==> config.mk <==
export PLATFORM = sky130hd
export DESIGN_NAME = aux_io_lsb
export DESIGN_NICKNAME = d
export VERILOG_FILES = /design/src/design/aux_io_pkg.sv /design/src/design/aux_pin_sync.sv /design/src/design/aux_io_lsb.sv
export VERILOG_INCLUDE_DIRS = /design/src /design/src/design
export SDC_FILE = /design/constraint.sdc
export NUM_CORES = 1
export LEC_CHECK = 0
export BUFFER_PORTS_ARGS = -buffer_cell sky130_fd_sc_hd__clkbuf_2
export CAP_MARGIN = 0
export CORE_MARGIN = 5
export CORE_UTILIZATION = 55
export DETAILED_ROUTE_END_ITERATION = 6
export GPL_TIMING_DRIVEN = 0
export PLACE_DENSITY = 0.79
export SYNTH_ARGS = -nofsm -noshare
export SYNTH_HDL_FRONTEND = slang
export SYNTH_SLANG_ARGS = --single-unit
==> constraint.sdc <==
create_clock -name core_clk -period 9.45 [get_ports core_clk]
set_clock_uncertainty 0.2 [all_clocks]
set_input_delay 1.4175 -clock core_clk [delete_from_list [all_inputs] [get_ports core_clk]]
set_output_delay 1.4175 -clock core_clk [all_outputs]
set_load 0.1 [all_outputs]
==> src/design/aux_io_cfg.svh <==
// constants for the auxiliary connector selector and low-bit injection
// assumes inclusion by bare name from design files
`ifndef AUX_IO_CFG_SVH
`define AUX_IO_CFG_SVH

`define ADDR_MODE        4'h0
`define ADDR_PARAM       4'h1
`define ADDR_LSB_SEL     4'h2
`define ADDR_STATUS      4'h3
`define ADDR_SW_ENABLE   4'h4

`define MODE_ACQ_IND     4'h0
`define MODE_TRIG_EN_IN  4'h1
`define MODE_DIV_CLK     4'h2
`define MODE_LEVEL_IN    4'hD
`define MODE_GP_OUT      4'hE

`define MODE_SW_TE_BIT   8
`define PARAM_RESET      32'h0000_0003
`define DIV_MIN          32'h0000_0003

`define LSB_ZERO                   2'h0
`define LOW_BIT_EXT_TRIGGER_STATE  2'h1
`define LSB_AUX2                   2'h2
`define LSB_AUX1                   2'h3

`define SLOPE_RISING     32'h0000_0001
`define SLOPE_FALLING    32'h0000_0002

`endif

==> src/design/aux_io_pkg.sv <==
// types for the auxiliary connector selector
// assumes aux_io_cfg.svh holds the numeric constants
package aux_io_pkg;
    typedef enum logic [2:0] {
        gate_idle  = 3'b001,
        gate_armed = 3'b010,
        gate_fill  = 3'b100
    } gate_state_t;

    typedef struct packed {
        logic        s1;
        logic        s2;
        logic        prev;
    } sync_state_t;
endpackage

==> src/design/aux_pin_sync.sv <==
// two-stage synchroniser with a registered edge detector on the clean stage
// assumes an asynchronous pin input and one core clock
`timescale 1ns/1ps
`default_nettype none
module aux_pin_sync (
    input  wire logic core_clk,
    input  wire logic sys_rst,
    input  wire logic pin,
    output logic      level,
    output logic      rise,
    output logic      fall
);
    aux_io_pkg::sync_state_t st;
    aux_io_pkg::sync_state_t next_st;

    always_comb begin
        next_st      = st;
        next_st.s1   = pin;
        next_st.s2   = st.s1;
        next_st.prev = st.s2;
    end

    always_ff @(posedge core_clk) begin
        if (sys_rst) begin
            st <= '0;
        end else begin
            st <= next_st;
        end
    end

    assign level = st.s2;
    assign rise  = st.s2 & ~st.prev;
    assign fall  = ~st.s2 & st.prev;
endmodule
`default_nettype wire

==> src/design/aux_io_lsb.sv <==
// auxiliary connector function selector and sample low-bit injection
// assumes the sample clock as core_clk, acquisition reset as sys_rst,
// and an Avalon-MM master for the configuration registers
//
// The implementer's own choices: the Avalon-MM interface to the registers and the register offsets.
`include "aux_io_cfg.svh"
`timescale 1ns/1ps
`default_nettype none
module aux_io_lsb #(
    parameter int SAMPLE_BITS = 14
) (
    input  wire logic        core_clk,
    input  wire logic        sys_rst,
    input  wire logic [3:0]  avs_address,
    input  wire logic        avs_read,
    input  wire logic        avs_write,
    input  wire logic [31:0] avs_writedata,
    output logic      [31:0] avs_readdata,
    output logic             avs_waitrequest,
    input  wire logic        aux_in,
    output logic             aux_out,
    output logic             aux_oe_n,
    input  wire logic        aux2_in,
    input  wire logic        ext_trig_in,
    input  wire logic        capture_active,
    input  wire logic        trigger_in,
    input  wire logic        buffer_done,
    output logic             trigger_accept,
    output logic             trigger_enable_event,
    input  wire logic [15:0] sample_in,
    input  wire logic        sample_valid,
    output logic      [15:0] sample_out,
    output logic             sample_out_valid
);
    if (SAMPLE_BITS != 12 && SAMPLE_BITS != 14) begin : g_bad_width
        $error("SAMPLE_BITS must be 12 or 14");
    end

    typedef struct packed {
        logic [3:0]               mode;
        logic                     sw_te;
        logic [31:0]              param;
        logic [1:0]               sel0;
        logic [1:0]               sel1;
        logic [31:0]              div_cnt;
        logic                     div_q;
        aux_io_pkg::gate_state_t  gate;
        logic                     sw_te_req;
        logic                     te_pulse;
        logic [31:0]              rdata;
        logic                     ack;
        logic [15:0]              smp;
        logic                     smp_v;
    } core_state_t;

    core_state_t st;
    core_state_t next_st;

    logic aux_lvl;
    logic aux_rise;
    logic aux_fall;
    logic aux2_lvl;
    logic trig_lvl;
    logic is_input;
    logic wr_hit;
    logic [31:0] status;

    // ------------------------------------------------------------
    // pin synchronisers
    // ------------------------------------------------------------
    aux_pin_sync u_aux (
        .core_clk (core_clk),
        .sys_rst  (sys_rst),
        .pin      (aux_in),
        .level    (aux_lvl),
        .rise     (aux_rise),
        .fall     (aux_fall)
    );
    aux_pin_sync u_aux2 (
        .core_clk (core_clk),
        .sys_rst  (sys_rst),
        .pin      (aux2_in),
        .level    (aux2_lvl),
        .rise     (),
        .fall     ()
    );
    aux_pin_sync u_trig (
        .core_clk (core_clk),
        .sys_rst  (sys_rst),
        .pin      (ext_trig_in),
        .level    (trig_lvl),
        .rise     (),
        .fall     ()
    );

    assign is_input = (st.mode == `MODE_TRIG_EN_IN) ||
                      (st.mode == `MODE_LEVEL_IN);
    // a write lands only at the edge where waitrequest is seen low
    assign wr_hit   = avs_write & st.ack;
    assign status   = {29'h0, st.gate == aux_io_pkg::gate_armed,
                       capture_active, aux_lvl};

    always_comb begin
        next_st          = st;
        next_st.ack      = (avs_read | avs_write) & ~st.ack;
        next_st.te_pulse = 1'b0;
        next_st.smp_v    = sample_valid;
        if (wr_hit) begin
            case (avs_address)
                `ADDR_MODE: begin
                    next_st.mode    = avs_writedata[3:0];
                    next_st.sw_te   = avs_writedata[`MODE_SW_TE_BIT];
                    next_st.div_cnt = 32'h0;
                    next_st.div_q   = 1'b0;
                    next_st.gate    = aux_io_pkg::gate_idle;
                end
                `ADDR_PARAM: begin
                    next_st.param   = avs_writedata;
                    next_st.div_cnt = 32'h0;
                end
                `ADDR_LSB_SEL: begin
                    next_st.sel0 = avs_writedata[1:0];
                    next_st.sel1 = avs_writedata[9:8];
                end
                `ADDR_SW_ENABLE: next_st.sw_te_req = avs_writedata[0];
                default: ;
            endcase
        end
        if (avs_read & ~st.ack) begin
            case (avs_address)
                `ADDR_MODE:     next_st.rdata = {23'h0, st.sw_te, 4'h0,
                                                 st.mode};
                `ADDR_PARAM:    next_st.rdata = st.param;
                `ADDR_LSB_SEL:  next_st.rdata = {22'h0, st.sel1, 6'h0,
                                                 st.sel0};
                `ADDR_STATUS:   next_st.rdata = status;
                default:        next_st.rdata = 32'h0;
            endcase
        end
        if (st.mode == `MODE_DIV_CLK && st.param >= `DIV_MIN) begin
            if (st.div_cnt >= st.param - 32'h1) begin
                next_st.div_cnt = 32'h0;
                next_st.div_q   = 1'b1;
            end else begin
                next_st.div_cnt = st.div_cnt + 32'h1;
                if (st.div_cnt + 32'h1 == {1'b0, st.param[31:1]}) begin
                    next_st.div_q = 1'b0;
                end
            end
        end
        if (st.mode == `MODE_TRIG_EN_IN) begin
            next_st.te_pulse = (st.param == `SLOPE_FALLING) ? aux_fall
                                                            : aux_rise;
        end
        case (st.gate)
            aux_io_pkg::gate_idle: begin
                if (st.sw_te && !is_input) begin
                    next_st.gate = aux_io_pkg::gate_armed;
                end
            end
            aux_io_pkg::gate_armed: begin
                if (st.sw_te_req) begin
                    // an enable written in this very cycle outlives the use
                    next_st.sw_te_req = wr_hit && avs_writedata[0] &&
                        avs_address == `ADDR_SW_ENABLE;
                    next_st.gate      = aux_io_pkg::gate_fill;
                end
            end
            aux_io_pkg::gate_fill: begin
                if (buffer_done) begin
                    next_st.gate = aux_io_pkg::gate_armed;
                end
            end
            default: next_st.gate = aux_io_pkg::gate_idle;
        endcase
        if (!st.sw_te || is_input) begin
            next_st.gate = aux_io_pkg::gate_idle;
        end
        next_st.smp = sample_in;
        if (sample_valid) begin
            next_st.smp[0] = pick(st.sel0, sample_in[0]);
            next_st.smp[1] = pick(st.sel1, sample_in[1]);
        end
    end

    function automatic logic pick(input logic [1:0] s, input logic d);
        logic r;
        r = 1'b0;
        case (s)
            `LOW_BIT_EXT_TRIGGER_STATE: r = trig_lvl;
            `LSB_AUX2:     r = aux2_lvl;
            `LSB_AUX1:     r = aux_lvl;
            default:       r = d & (SAMPLE_BITS > 16);
        endcase
        return r;
    endfunction

    always_ff @(posedge core_clk) begin
        if (sys_rst) begin
            st       <= '0;
            st.param <= `PARAM_RESET;
            st.gate  <= aux_io_pkg::gate_idle;
        end else begin
            st <= next_st;
        end
    end

    // ------------------------------------------------------------
    // outputs
    // ------------------------------------------------------------
    always_comb begin
        case (st.mode)
            `MODE_ACQ_IND: aux_out = capture_active;
            `MODE_DIV_CLK: aux_out = st.div_q;
            `MODE_GP_OUT:  aux_out = st.param[0];
            default:       aux_out = 1'b0;
        endcase
    end
    assign aux_oe_n             = is_input;
    assign avs_waitrequest      = (avs_read | avs_write) & ~st.ack;
    assign avs_readdata         = st.rdata;
    assign trigger_enable_event = st.te_pulse;
    assign trigger_accept       = trigger_in &
        (!st.sw_te || is_input || st.gate == aux_io_pkg::gate_fill);
    assign sample_out           = st.smp;
    assign sample_out_valid     = st.smp_v;

    // ------------------------------------------------------------
    // checks
    // ------------------------------------------------------------
    chk_acq_ind: assert property (
        @(posedge core_clk) disable iff (sys_rst)
        st.mode == `MODE_ACQ_IND |-> aux_out == capture_active)
        else $error("indicator mismatch");
    chk_te_edge: assert property (
        @(posedge core_clk) disable iff (sys_rst)
        st.mode == `MODE_TRIG_EN_IN && st.param != `SLOPE_FALLING && aux_rise
        && $stable(st.mode) |=> trigger_enable_event)
        else $error("missed enable edge");
    chk_div_wrap: assert property (
        @(posedge core_clk) disable iff (sys_rst)
        st.mode == `MODE_DIV_CLK |-> st.div_cnt < st.param
        || st.param < `DIV_MIN)
        else $error("divider overran");
    chk_gp_level: assert property (
        @(posedge core_clk) disable iff (sys_rst)
        st.mode == `MODE_GP_OUT |-> aux_out == st.param[0] && !aux_oe_n)
        else $error("static level wrong");
    chk_input_hiz: assert property (
        @(posedge core_clk) disable iff (sys_rst)
        st.mode == `MODE_LEVEL_IN |-> aux_oe_n && status[0] == aux_lvl)
        else $error("input mode drives pin");
    chk_gate_block: assert property (
        @(posedge core_clk) disable iff (sys_rst)
        st.sw_te && !is_input && st.gate != aux_io_pkg::gate_fill
        |-> !trigger_accept)
        else $error("trigger passed closed gate");
    chk_busy_bit: assert property (
        @(posedge core_clk) disable iff (sys_rst)
        avs_read && !st.ack && avs_address == `ADDR_STATUS
        |=> avs_readdata[1] == $past(capture_active))
        else $error("busy bit wrong");
    chk_lsb_zero: assert property (
        @(posedge core_clk) disable iff (sys_rst)
        sample_valid && st.sel0 == `LSB_ZERO && st.sel1 == `LSB_ZERO
        && $stable(st.sel0) |=> sample_out[1:0] == 2'h0)
        else $error("low bits not zero");
    chk_lsb_trig: assert property (
        @(posedge core_clk) disable iff (sys_rst)
        sample_valid && st.sel0 == `LOW_BIT_EXT_TRIGGER_STATE
        |=> sample_out[0] == $past(trig_lvl))
        else $error("trigger bit not injected");
endmodule
`default_nettype wire

==> results of run 1 <==
## worst max-delay path, stage by stage, from the launching register on
cell,delay (ps)
dfxtp_1,290
clkbuf_1,240
nor4_1,750
and3_1,400
nand2_1,130
nor2_1,300
inv_1,140
or3_1,390
xor2_1,170
ha_1,310
nand4_1,180
nor3_1,420
nand2_1,150
a21oi_1,200
a21boi_0,590
clkbuf_1,430
nor3_1,90
o21ai_0,160
o21ai_0,90
## how the worst min path moves through the flow
stage | endpoint | slack, ps | cells past startpoint
after global routing | u_trig.level | 270 | 1
after CTS | u_aux.level | 250 | 1
after floorplan | u_aux.level | 210 | 1
final | u_aux.level | 250 | 1
after global placement | u_aux.level | 220 | 1
after detailed placement | u_aux.level | 240 | 1
## synth_stat cells, types with 26 or more instances
master and count:
ha_1 36, nor2b_1 28, xor2_1 36, nor2_1 85, xnor2_1 42, nor3_1 26, dfxtp_1 136, buf_4 50
nand2_1 124, a21oi_1 70, a22oi_1 31, clkbuf_1 58
## final cells by class
type / instances / area, µm² / area share, %
clock inverters: 13 / 145 / 1.56
plain buffers: 120 / 658 / 7.06
repair buffers: 115 / 576 / 6.18
inverters: 13 / 48.8 / 0.524
multi-input cells: 707 / 4500 / 48.3
well taps: 180 / 225 / 2.42
flip-flops and latches: 136 / 2720 / 29.2
clock buffers: 19 / 443 / 4.75
## power groups by stage
stage	Clock [µW]	Combinational, µW	Sequential, µW
2_1_floorplan	0	72.5	596
3_3_place_gp	0	105	595
3_5_place_dp	0	106	596
4_1_cts	669	106	583
5_1_grt	699	113	583
6_report	665	107	583
## layout by cell type (no fill, tap or decap), types with 19 or more instances in the layout
cell type	count
nand3_1	19
xnor2_1	42
a21o_1	19
ha_1	36
a21oi_1	70
nor3_1	26
nor2b_1	28
dfxtp_1	136
nor2_1	85
buf_4	50
o21ai_0	19
xor2_1	36
clkbuf_2	115
nand2_1	124
clkbuf_1	59
a22oi_1	31
## cells by family after synthesis
kind of cell / Yosys count
multiplexers: 19
AO/OA/AOI/OAI: 198
XOR/XNOR: 78
adder cells (fa/ha/maj): 36
buffers and inverters: 133
flip-flops: 136
AND/OR/NAND/NOR: 376
## state kept, by name (all words and copies together), names as in the netlist
register and cells:
u_aux.st 1, u_aux.level 1, u_trig.next_st 1, u_aux2.next_st 1, sample_out 16, st 79, trigger_enable_event 1, sample_out_valid 1
u_trig.level 1, u_aux2.level 1, avs_readdata 32, u_aux.next_st 1
## per-stage QoR
stage          power (µW)  util, %  area [µm²]  hold WS [ps]
3_3_place_gp          700     62.4        8730           216
2_1_floorplan         669        -        7930           214
4_1_cts              1360     66.6        9320           250
3_5_place_dp          701     62.4        8730           236
5_1_grt              1400     66.6        9320           270
6_report             1350     66.6        9320           247
## per-layer routing
layer / share of wire, % / track usage, % / wire (µm)
met5: 0.037 / 0 / 8
met4: 3.0 / 10.5 / 654
met3: 8.1 / 7.61 / 1750
met2: 47 / 41.9 / 10100
met1: 42 / 32.2 / 9120
==> impl_metrics.json, run 1 <==
{
  "synth_nets": 1075,
  "core_um2": 14000,
  "swShare_pct": 25.6,
  "rsz0062_at_grt": "no",
  "ir_drop_mv": 0.155,
  "synthesis.area_um2": 7930,
  "std_cell_rows": 43,
  "worstHoldStart": "u_aux.next_st[1]",
  "p_per_area_nw_per_um2": 145,
  "track_usage_pct": 25.8,
  "cts_root_buf": "clkbuf_16",
  "run_status": "finished clean",
  "synth_top_area_cell": "dfxtp_1",
  "vias_per_cell": 5.72,
  "synth_adder_area_share_pct": 5.68,
  "vias": 7453,
  "worst-path-max-fanout": 10,
  "syn_inst": 976,
  "numCtsBuffers": 17,
  "die_area_um2": 16900,
  "worstMarginPinSlew_ps": 924,
  "clkSinkCount": 136,
  "die_h_um": 130,
  "ctsResizeCount": 0,
  "synth_top_family_by_area": "simple AND/OR/NAND/NOR gates",
  "rr_worst_depth": 18,
  "grt_pass1_wl_mm": 34.7,
  "floorplan.initialDensity_pct": 56.7,
  "ant_nets": 0,
  "synthSimpleGateAreaFrac_pct": 23.5,
  "fill_cells": 1222,
  "startpoint": "st[100]",
  "drive_above_1_share_pct": 19.8,
  "yosys_most_used_dff": "dfxtp_1",
  "synth_xor_area_share_pct": 8.61,
  "muxShareOfSynthArea_pct": 2.79,
  "grt_max_degree": 17,
  "gr-total-overflow": 0,
  "wirelength_mm": 21.6,
  "p_comb_share_pct": 7.9,
  "finalNonFillerCells": 1303,
  "cts_tree": "done",
  "slew_violations": 0,
  "crit_required_ps": 9560,
  "tns_ps": 0,
  "clkPwrFrac_pct": 49.1,
  "synth-compound-area-share_pct": 16.2,
  "p_sw_uw": 346,
  "post_drt_wl_per_cell_um": 16.6,
  "cap_viol_max_count": 0,
  "post-cts-setup-buffers": 0,
  "r2r_end": "st[84]",
  "grt_pass1_vias": 7045,
  "ff2ff_setup_slack_ps": 3680,
  "drc": 0,
  "fin_nets": 1209,
  "hpwl_mm": 16.0,
  "fin_crit_sh_pct": 61.0,
  "gp_congestion": 0.951,
  "drt_iter0_drc": 530,
  "place_inst": 1271,
  "synth_seq_area_share_pct": 34.3,
  "ys_top_cells_by_area": "dfxtp_1, nand2_1, ha_1",
  "p_int_uw": 1010,
  "fin_ws_ps": 3680,
  "n_antenna_cell": 0,
  "synth_top_area_share_pct": 34.3,
  "r2r-start": "st[100]",
  "arrival_ps": 5880,
  "cp-start-kind": "register",
  "clk_pin_slew_ps": 60,
  "setup.worst_path.end_class": "register",
  "clk_latency_ps": 430,
  "crit_end": "st[84]",
  "hold_buffers": 0,
  "port_buffers": 115,
  "finalHoldViolations": 0,
  "ys_seq_elements": 136,
  "setup_viol": 0,
  "criticalPathCategory": "reg2reg",
  "seqPwrFrac_pct": 43.0,
  "design.portCount": 117,
  "min_period_ps": 5770,
  "p_leak_uw": 0.00401,
  "die_x_um": 130,
  "timing.fmax_mhz": 173,
  "ys_types": 64,
  "async_reset_ff_share_pct": 0,
  "syn_area_per_cell_um2": 8.13,
  "place_ws_ps": 3840,
  "h-tree-depth": 4,
  "drtPass1Iterations": 5,
  "slew_headroom_pct": 37.8,
  "area_delta_synth_final_pct": 17.5,
  "antenna_found_initial": 1,
  "synth-warning-count": 0,
  "hp-class": "reg2reg",
  "clk_path_buf_depth": 2,
  "synth-edff-count": 0
}
Note: power is estimated with default switching activity, not from simulation.
==> inputs of run 2 (changes only) <==
--- a/config.mk
+++ b/config.mk
@@ -6,10 +6,11 @@
 export SDC_FILE = /design/constraint.sdc
 export NUM_CORES = 1
 export LEC_CHECK = 0
+export ABC_AREA = 1
 export BUFFER_PORTS_ARGS = -buffer_cell sky130_fd_sc_hd__clkbuf_2
 export CAP_MARGIN = 0
 export CORE_MARGIN = 5
-export CORE_UTILIZATION = 55
+export CORE_UTILIZATION = 53
 export DETAILED_ROUTE_END_ITERATION = 6
 export GPL_TIMING_DRIVEN = 0
 export PLACE_DENSITY = 0.79
==> constraint.sdc (replaced) <==
create_clock -name core_clk -period 5.25 [get_ports core_clk]
set_clock_uncertainty 0.2 [all_clocks]
set_input_delay 0.7875 -clock core_clk [delete_from_list [all_inputs] [get_ports core_clk]]
set_output_delay 0.7875 -clock core_clk [all_outputs]
set_load 0.1 [all_outputs]
==> impl_metrics.json, run 2 <==
{
  "run_status": "finished clean",
  "swShare_pct": 30.3,
  "setup_viol": 0,
  "clkPwrFrac_pct": 46.0,
  "p_int_uw": 1850,
  "die_x_um": 138,
  "rr_worst_depth": 20,
  "die_h_um": 138,
  "hp-class": "reg2reg",
  "vias": 9176,
  "cap_viol_max_count": 0,
  "rsz0062_at_grt": "no",
  "crit_path_max_incr_delay_ps": 530,
  "worstMarginPinSlew_ps": 777,
  "clk_pin_slew_ps": 60,
  "drtPass1Iterations": 5,
  "min_path_cells": 2,
  "ff2ff_setup_slack_ps": 740,
  "min_to": "u_trig.level",
  "track_usage_pct": 28.1,
  "clkSinkCount": 136,
  "criticalPathCategory": "reg2reg",
  "design.portCount": 117,
  "final_common_cell": "nand2_1",
  "critical_path.slowest_cell": "nor4_2",
  "yosys_most_used_dff": "dfxtp_1",
  "path_delay_family": "simple AND/OR/NAND/NOR gates",
  "floorplan.initialDensity_pct": 54.4,
  "cts_tree": "done",
  "synth_nets": 1421,
  "hold_buffers": 0,
  "hpwl_mm": 20.5,
  "gr-total-overflow": 0,
  "cts_root_buf": "clkbuf_16",
  "slew_violations": 0,
  "setup.worst_path.end_class": "register",
  "worst-path-max-fanout": 10,
  "dpl-instance-area_um2": 9510,
  "synth_top_area_share_pct": 31.4,
  "ys_types": 46,
  "fin_nets": 1555,
  "syn_inst": 1322,
  "synth_top_area_cell": "dfxtp_1",
  "cp-start-kind": "register",
  "p_leak_uw": 0.00450,
  "syn_area_per_cell_um2": 6.56,
  "ctsResizeCount": 0,
  "crit_chain": "inv_1, nand2_1, nor3_2, nand2_2, nor2_2, nand4_1, nor2_2, nand3_1, xor2_1, ha_1, nand2_1, inv_1, nand3_1, nor4_2, nand4_2, nand3_2, buf_4, nor2_1, nand2_1, a21oi_1",
  "synth-edff-count": 0,
  "total_power_uw": 2660,
  "drc": 0,
  "numCtsBuffers": 17,
  "p_sw_uw": 806,
  "vias_per_cell": 5.45,
  "fill_cells": 1479,
  "cp_common_cell": "nand2_1",
  "timing.fmax_mhz": 222,
  "core_um2": 15900,
  "ys_top_cells_by_area": "dfxtp_1, nand2_1, a21oi_1",
  "r2r-start": "st[92]",
  "finalHoldViolations": 0,
  "p_per_area_nw_per_um2": 263,
  "worstHoldStart": "u_trig.next_st[1]",
  "async_reset_ff_share_pct": 0,
  "grt_pass1_wl_mm": 41.6,
  "fin_crit_sh_pct": 85.9,
  "n_antenna_cell": 0,
  "grt_pass1_vias": 8472,
  "final_area_um2": 10100,
  "p_comb_share_pct": 13.7,
  "final_cell_mix": "nand2_1, inv_1, nor2_1",
  "std_cell_rows": 46,
  "critPathBufInv": 3,
  "slew_headroom_pct": 48.2,
  "wirelength_mm": 26.5,
  "top_register": "st",
  "largest_reg_flops": 79,
  "min_period_ps": 4510,
  "post_drt_wl_per_cell_um": 15.7,
  "area_delta_synth_final_pct": 16.6,
  "synthesis.area_um2": 8670,
  "post-cts-setup-buffers": 0,
  "port_buffers": 115,
  "h-tree-depth": 4,
  "ir_drop_mv": 0.244,
  "seqPwrFrac_pct": 40.4,
  "grt_max_degree": 17,
  "arrival_ps": 4600,
  "crit_required_ps": 5340,
  "ys_seq_elements": 136,
  "drt_iter0_drc": 813,
  "postLayoutCoreUtil_pct": 63.4,
  "clk_latency_ps": 440,
  "ant_nets": 0,
  "yosys.cell_count.top_type": "nand2_1",
  "drive_above_1_share_pct": 17.7,
  "tns_ps": 0,
  "synth_seq_area_share_pct": 31.4,
  "clk_path_buf_depth": 2,
  "die_area_um2": 19000,
  "r2r_end": "st[56]",
  "synth-warning-count": 0,
  "antenna_found_initial": 0,
  "gp_congestion": 0.955,
  "synth_commonest_cells": "nand2_1, inv_1, nor2_1"
}
## run 2: cell types whose count changed in the layout (fill, tap and decap cells not counted), sizes merged, moves of 38 or more
cell,change
a21oi,+61
inv,+149
nand2,+206
nand3,+58
nor2,+78
o21ai,+65
xnor2,-38
## run 2: power by group through the flow
stage | combinational [µW] | clock (µW) | sequential, µW
after floorplan | 278 | 0 | 1090
after global placement | 357 | 0 | 1100
after detailed placement | 360 | 0 | 1100
after CTS | 363 | 1230 | 1070
after global routing | 385 | 1280 | 1080
final | 364 | 1220 | 1070
## run 2: routing by layer
layer | wire, µm | up-vias | track usage [%]
met5 | 0 | - | 0
met4 | 873 | 0 | 9.99
met3 | 2190 | 69 | 6.42
met2 | 12700 | 416 | 48.2
met1 | 10700 | 4195 | 34.6
li1 | - | 4496 | -
## run 2: cell type report
| cell class | instances | area (µm²) | area share, % |
|---|---|---|---|
| buffer | 90 | 572 | 5.66 |
| clock buffer | 17 | 425 | 4.21 |
| clock inverter | 15 | 169 | 1.67 |
| inverter | 161 | 604 | 5.98 |
| multi-input combinational | 935 | 4770 | 47.2 |
| sequential | 136 | 2720 | 26.9 |
| tap | 216 | 270 | 2.67 |
| timing repair buffer | 115 | 576 | 5.69 |
## run 2: cells by family after synthesis
group,after synthesis,synth area share (%)
simple gates,625,31.5
buf+inv,251,13.6
compound gates,240,14.7
flops,136,31.4
fa+ha+maj,36,5.20
xor+xnor,34,3.59
## run 2: metrics by stage
step / hold slack [ps] / setup slack [ps] / cells
floorplan: 188 / 1830 / 1322
global placement: 189 / 891 / 1653
detailed placement: 195 / 862 / 1653
CTS: 213 / 832 / 1685
global route: 222 / 498 / 1685
finish: 210 / 738 / 1685
## run 2: worst max path at each step
stage               depth (start not counted)  endpoint    from  slack (ps)
global route                               20    st[83]  st[92]         500
floorplan                                  21    st[56]  st[94]        1830
CTS                                        20    st[56]  st[92]         830
detailed placement                         20    st[56]  st[92]         860
global placement                           20    st[87]  st[92]         890
finish                                     20    st[56]  st[92]         740
## run 2: worst register-to-register path: cells and delay by family, from the launching register on
family | cells | cell delay (ps)
adder cells (fa/ha/maj) | 1 | 300
XOR/XNOR | 1 | 160
buffers and inverters | 3 | 510
AND/OR/NAND/NOR | 14 | 2800
flip-flops | 1 | 330
AO/OA/AOI/OAI | 1 | 70
==> inputs of run 3 (changes only) <==
--- a/config.mk
+++ b/config.mk
@@ -6,11 +6,10 @@
 export SDC_FILE = /design/constraint.sdc
 export NUM_CORES = 1
 export LEC_CHECK = 0
-export ABC_AREA = 1
 export BUFFER_PORTS_ARGS = -buffer_cell sky130_fd_sc_hd__clkbuf_2
 export CAP_MARGIN = 0
 export CORE_MARGIN = 5
-export CORE_UTILIZATION = 53
+export CORE_UTILIZATION = 55
 export DETAILED_ROUTE_END_ITERATION = 6
 export GPL_TIMING_DRIVEN = 0
 export PLACE_DENSITY = 0.79
==> constraint.sdc (replaced) <==
create_clock -name core_clk -period 5.55 [get_ports core_clk]
set_clock_uncertainty 0.2 [all_clocks]
set_input_delay 0.8325 -clock core_clk [delete_from_list [all_inputs] [get_ports core_clk]]
set_output_delay 0.8325 -clock core_clk [all_outputs]
set_load 0.1 [all_outputs]
==> impl_metrics.json, run 3 (synthesis gave the netlist of run 1 again) <==
{
  "run_status": "finished clean",
  "slew_headroom_pct": 39.7,
  "final_common_cell": "dfxtp_1",
  "post-cts-setup-buffers": 0,
  "dpl-instance-area_um2": 8730,
  "grt_pass1_vias": 7045,
  "critical_path.slowest_cell": "nor4_1",
  "gr-total-overflow": 0,
  "ctsResizeCount": 1,
  "wirelength_mm": 21.7,
  "fin_nets": 1209,
  "cts_root_buf": "clkbuf_16",
  "h-tree-depth": 4,
  "rr_worst_depth": 17,
  "p_int_uw": 1720,
  "ir_drop_mv": 0.265,
  "setup.worst_path.end_class": "register",
  "final_cell_mix": "dfxtp_1, nand2_1, clkbuf_2",
  "p_per_area_nw_per_um2": 247,
  "crit_cells": 17,
  "clk_latency_ps": 430,
  "min_period_ps": 5190,
  "std_cell_rows": 43,
  "path_delay_family": "simple AND/OR/NAND/NOR gates",
  "hp-class": "reg2reg",
  "post_drt_wl_per_cell_um": 16.6,
  "whs_ps": 249,
  "cp-start-kind": "register",
  "p_sw_uw": 589,
  "largest_reg_flops": 79,
  "clk_pin_slew_ps": 60,
  "worst-path-max-fanout": 10,
  "startpoint": "st[100]",
  "drt_iter0_drc": 564,
  "worstMarginPinSlew_ps": 896,
  "die_h_um": 130,
  "fin_crit_sh_pct": 93.6,
  "seqPwrFrac_pct": 43.0,
  "port_buffers": 115,
  "hpwl_mm": 16.0,
  "p_leak_uw": 0.00402,
  "grt_max_degree": 17,
  "timing.fmax_mhz": 193,
  "cts_tree": "done",
  "ant_nets": 0,
  "slew_violations": 0,
  "cp_common_cell": "a21o_1",
  "gp_congestion": 0.951,
  "vias_per_cell": 5.69,
  "drive_above_1_share_pct": 20.3,
  "design.portCount": 117,
  "setup_viol": 0,
  "finalHoldViolations": 0,
  "antenna_found_initial": 1,
  "crit_end": "st[76]",
  "hold_buffers": 0,
  "core_um2": 14000,
  "ff2ff_setup_slack_ps": 360,
  "top_register": "st",
  "area_delta_synth_final_pct": 17.7,
  "crit_path_max_incr_delay_ps": 800,
  "cap_viol_max_count": 0,
  "p_comb_share_pct": 7.9,
  "grt_pass1_wl_mm": 34.7,
  "numCtsBuffers": 17,
  "vias": 7408,
  "swShare_pct": 25.5,
  "clkPwrFrac_pct": 49.1,
  "r2r_end": "st[76]",
  "final_area_um2": 9330,
  "rsz0062_at_grt": "no",
  "critPathBufInv": 2,
  "drtPass1Iterations": 6,
  "die_x_um": 130,
  "die_area_um2": 16900,
  "track_usage_pct": 25.8,
  "r2r-start": "st[100]",
  "criticalPathCategory": "reg2reg",
  "n_antenna_cell": 0,
  "floorplan.initialDensity_pct": 56.7,
  "crit_chain": "clkbuf_1, nor4_1, and3_1, nand2_1, or4_1, nor3_1, xnor2_1, ha_1, a21o_1, a21o_1, a21o_1, a2bb2oi_1, nand4bb_1, nor2_2, clkbuf_2, nand2_1, a31oi_1",
  "arrival_ps": 5340,
  "crit_required_ps": 5690,
  "clkSinkCount": 136,
  "drc": 0,
  "clk_path_buf_depth": 2
}
## run 3: power by group through the flow
stage / Clock (µW) / Combinational [µW] / Sequential (µW)
global placement: 0 / 178 / 1010
detailed placement: 0 / 180 / 1010
global route: 1190 / 193 / 993
floorplan: 0 / 123 / 1020
finish: 1130 / 182 / 993
CTS: 1140 / 181 / 993
## run 3: how the worst min path moves through the flow
stage                                  from      endpoint  slack, ps  depth (start not counted)
after floorplan            u_aux.next_st[1]   u_aux.level        210                          1
after global placement     u_aux.next_st[1]   u_aux.level        220                          1
after detailed placement   u_aux.next_st[1]   u_aux.level        240                          1
after CTS                  u_aux.next_st[1]   u_aux.level        250                          1
after global routing      u_trig.next_st[1]  u_trig.level        270                          1
final                      u_aux.next_st[1]   u_aux.level        250                          1
## run 3: per-stage QoR
stage                     setup WS, ps  setup TNS [ps]  power [µW]  cells  util (%)
after global placement            -106           -1220        1190   1271      62.4
after floorplan                   1270               0        1140    976         -
after detailed placement         -64.3            -493        1190   1271      62.4
after global routing              26.1               0        2380   1303      66.7
after CTS                         42.8               0        2310   1303      66.6
final                              358               0        2310   1303      66.7
## run 3: final cells by class
class / instances / area [µm²]
tap: 180 / 225
clock inverter: 13 / 145
fill: 1216 / 4650
sequential: 136 / 2720
buffer: 120 / 662
clock buffer: 19 / 443
inverter: 13 / 48.8
timing repair buffer: 115 / 576
multi-input combinational: 707 / 4510
## run 3: routing by layer
| metal | wire (µm) | up-vias | track usage (%) |
|---|---|---|---|
| li1 | - | 3638 | - |
| met4 | 684 | 2 | 10.5 |
| met5 | 7 | - | 0 |
| met3 | 1780 | 60 | 7.61 |
| met2 | 10000 | 314 | 41.9 |
| met1 | 9150 | 3394 | 32.2 |
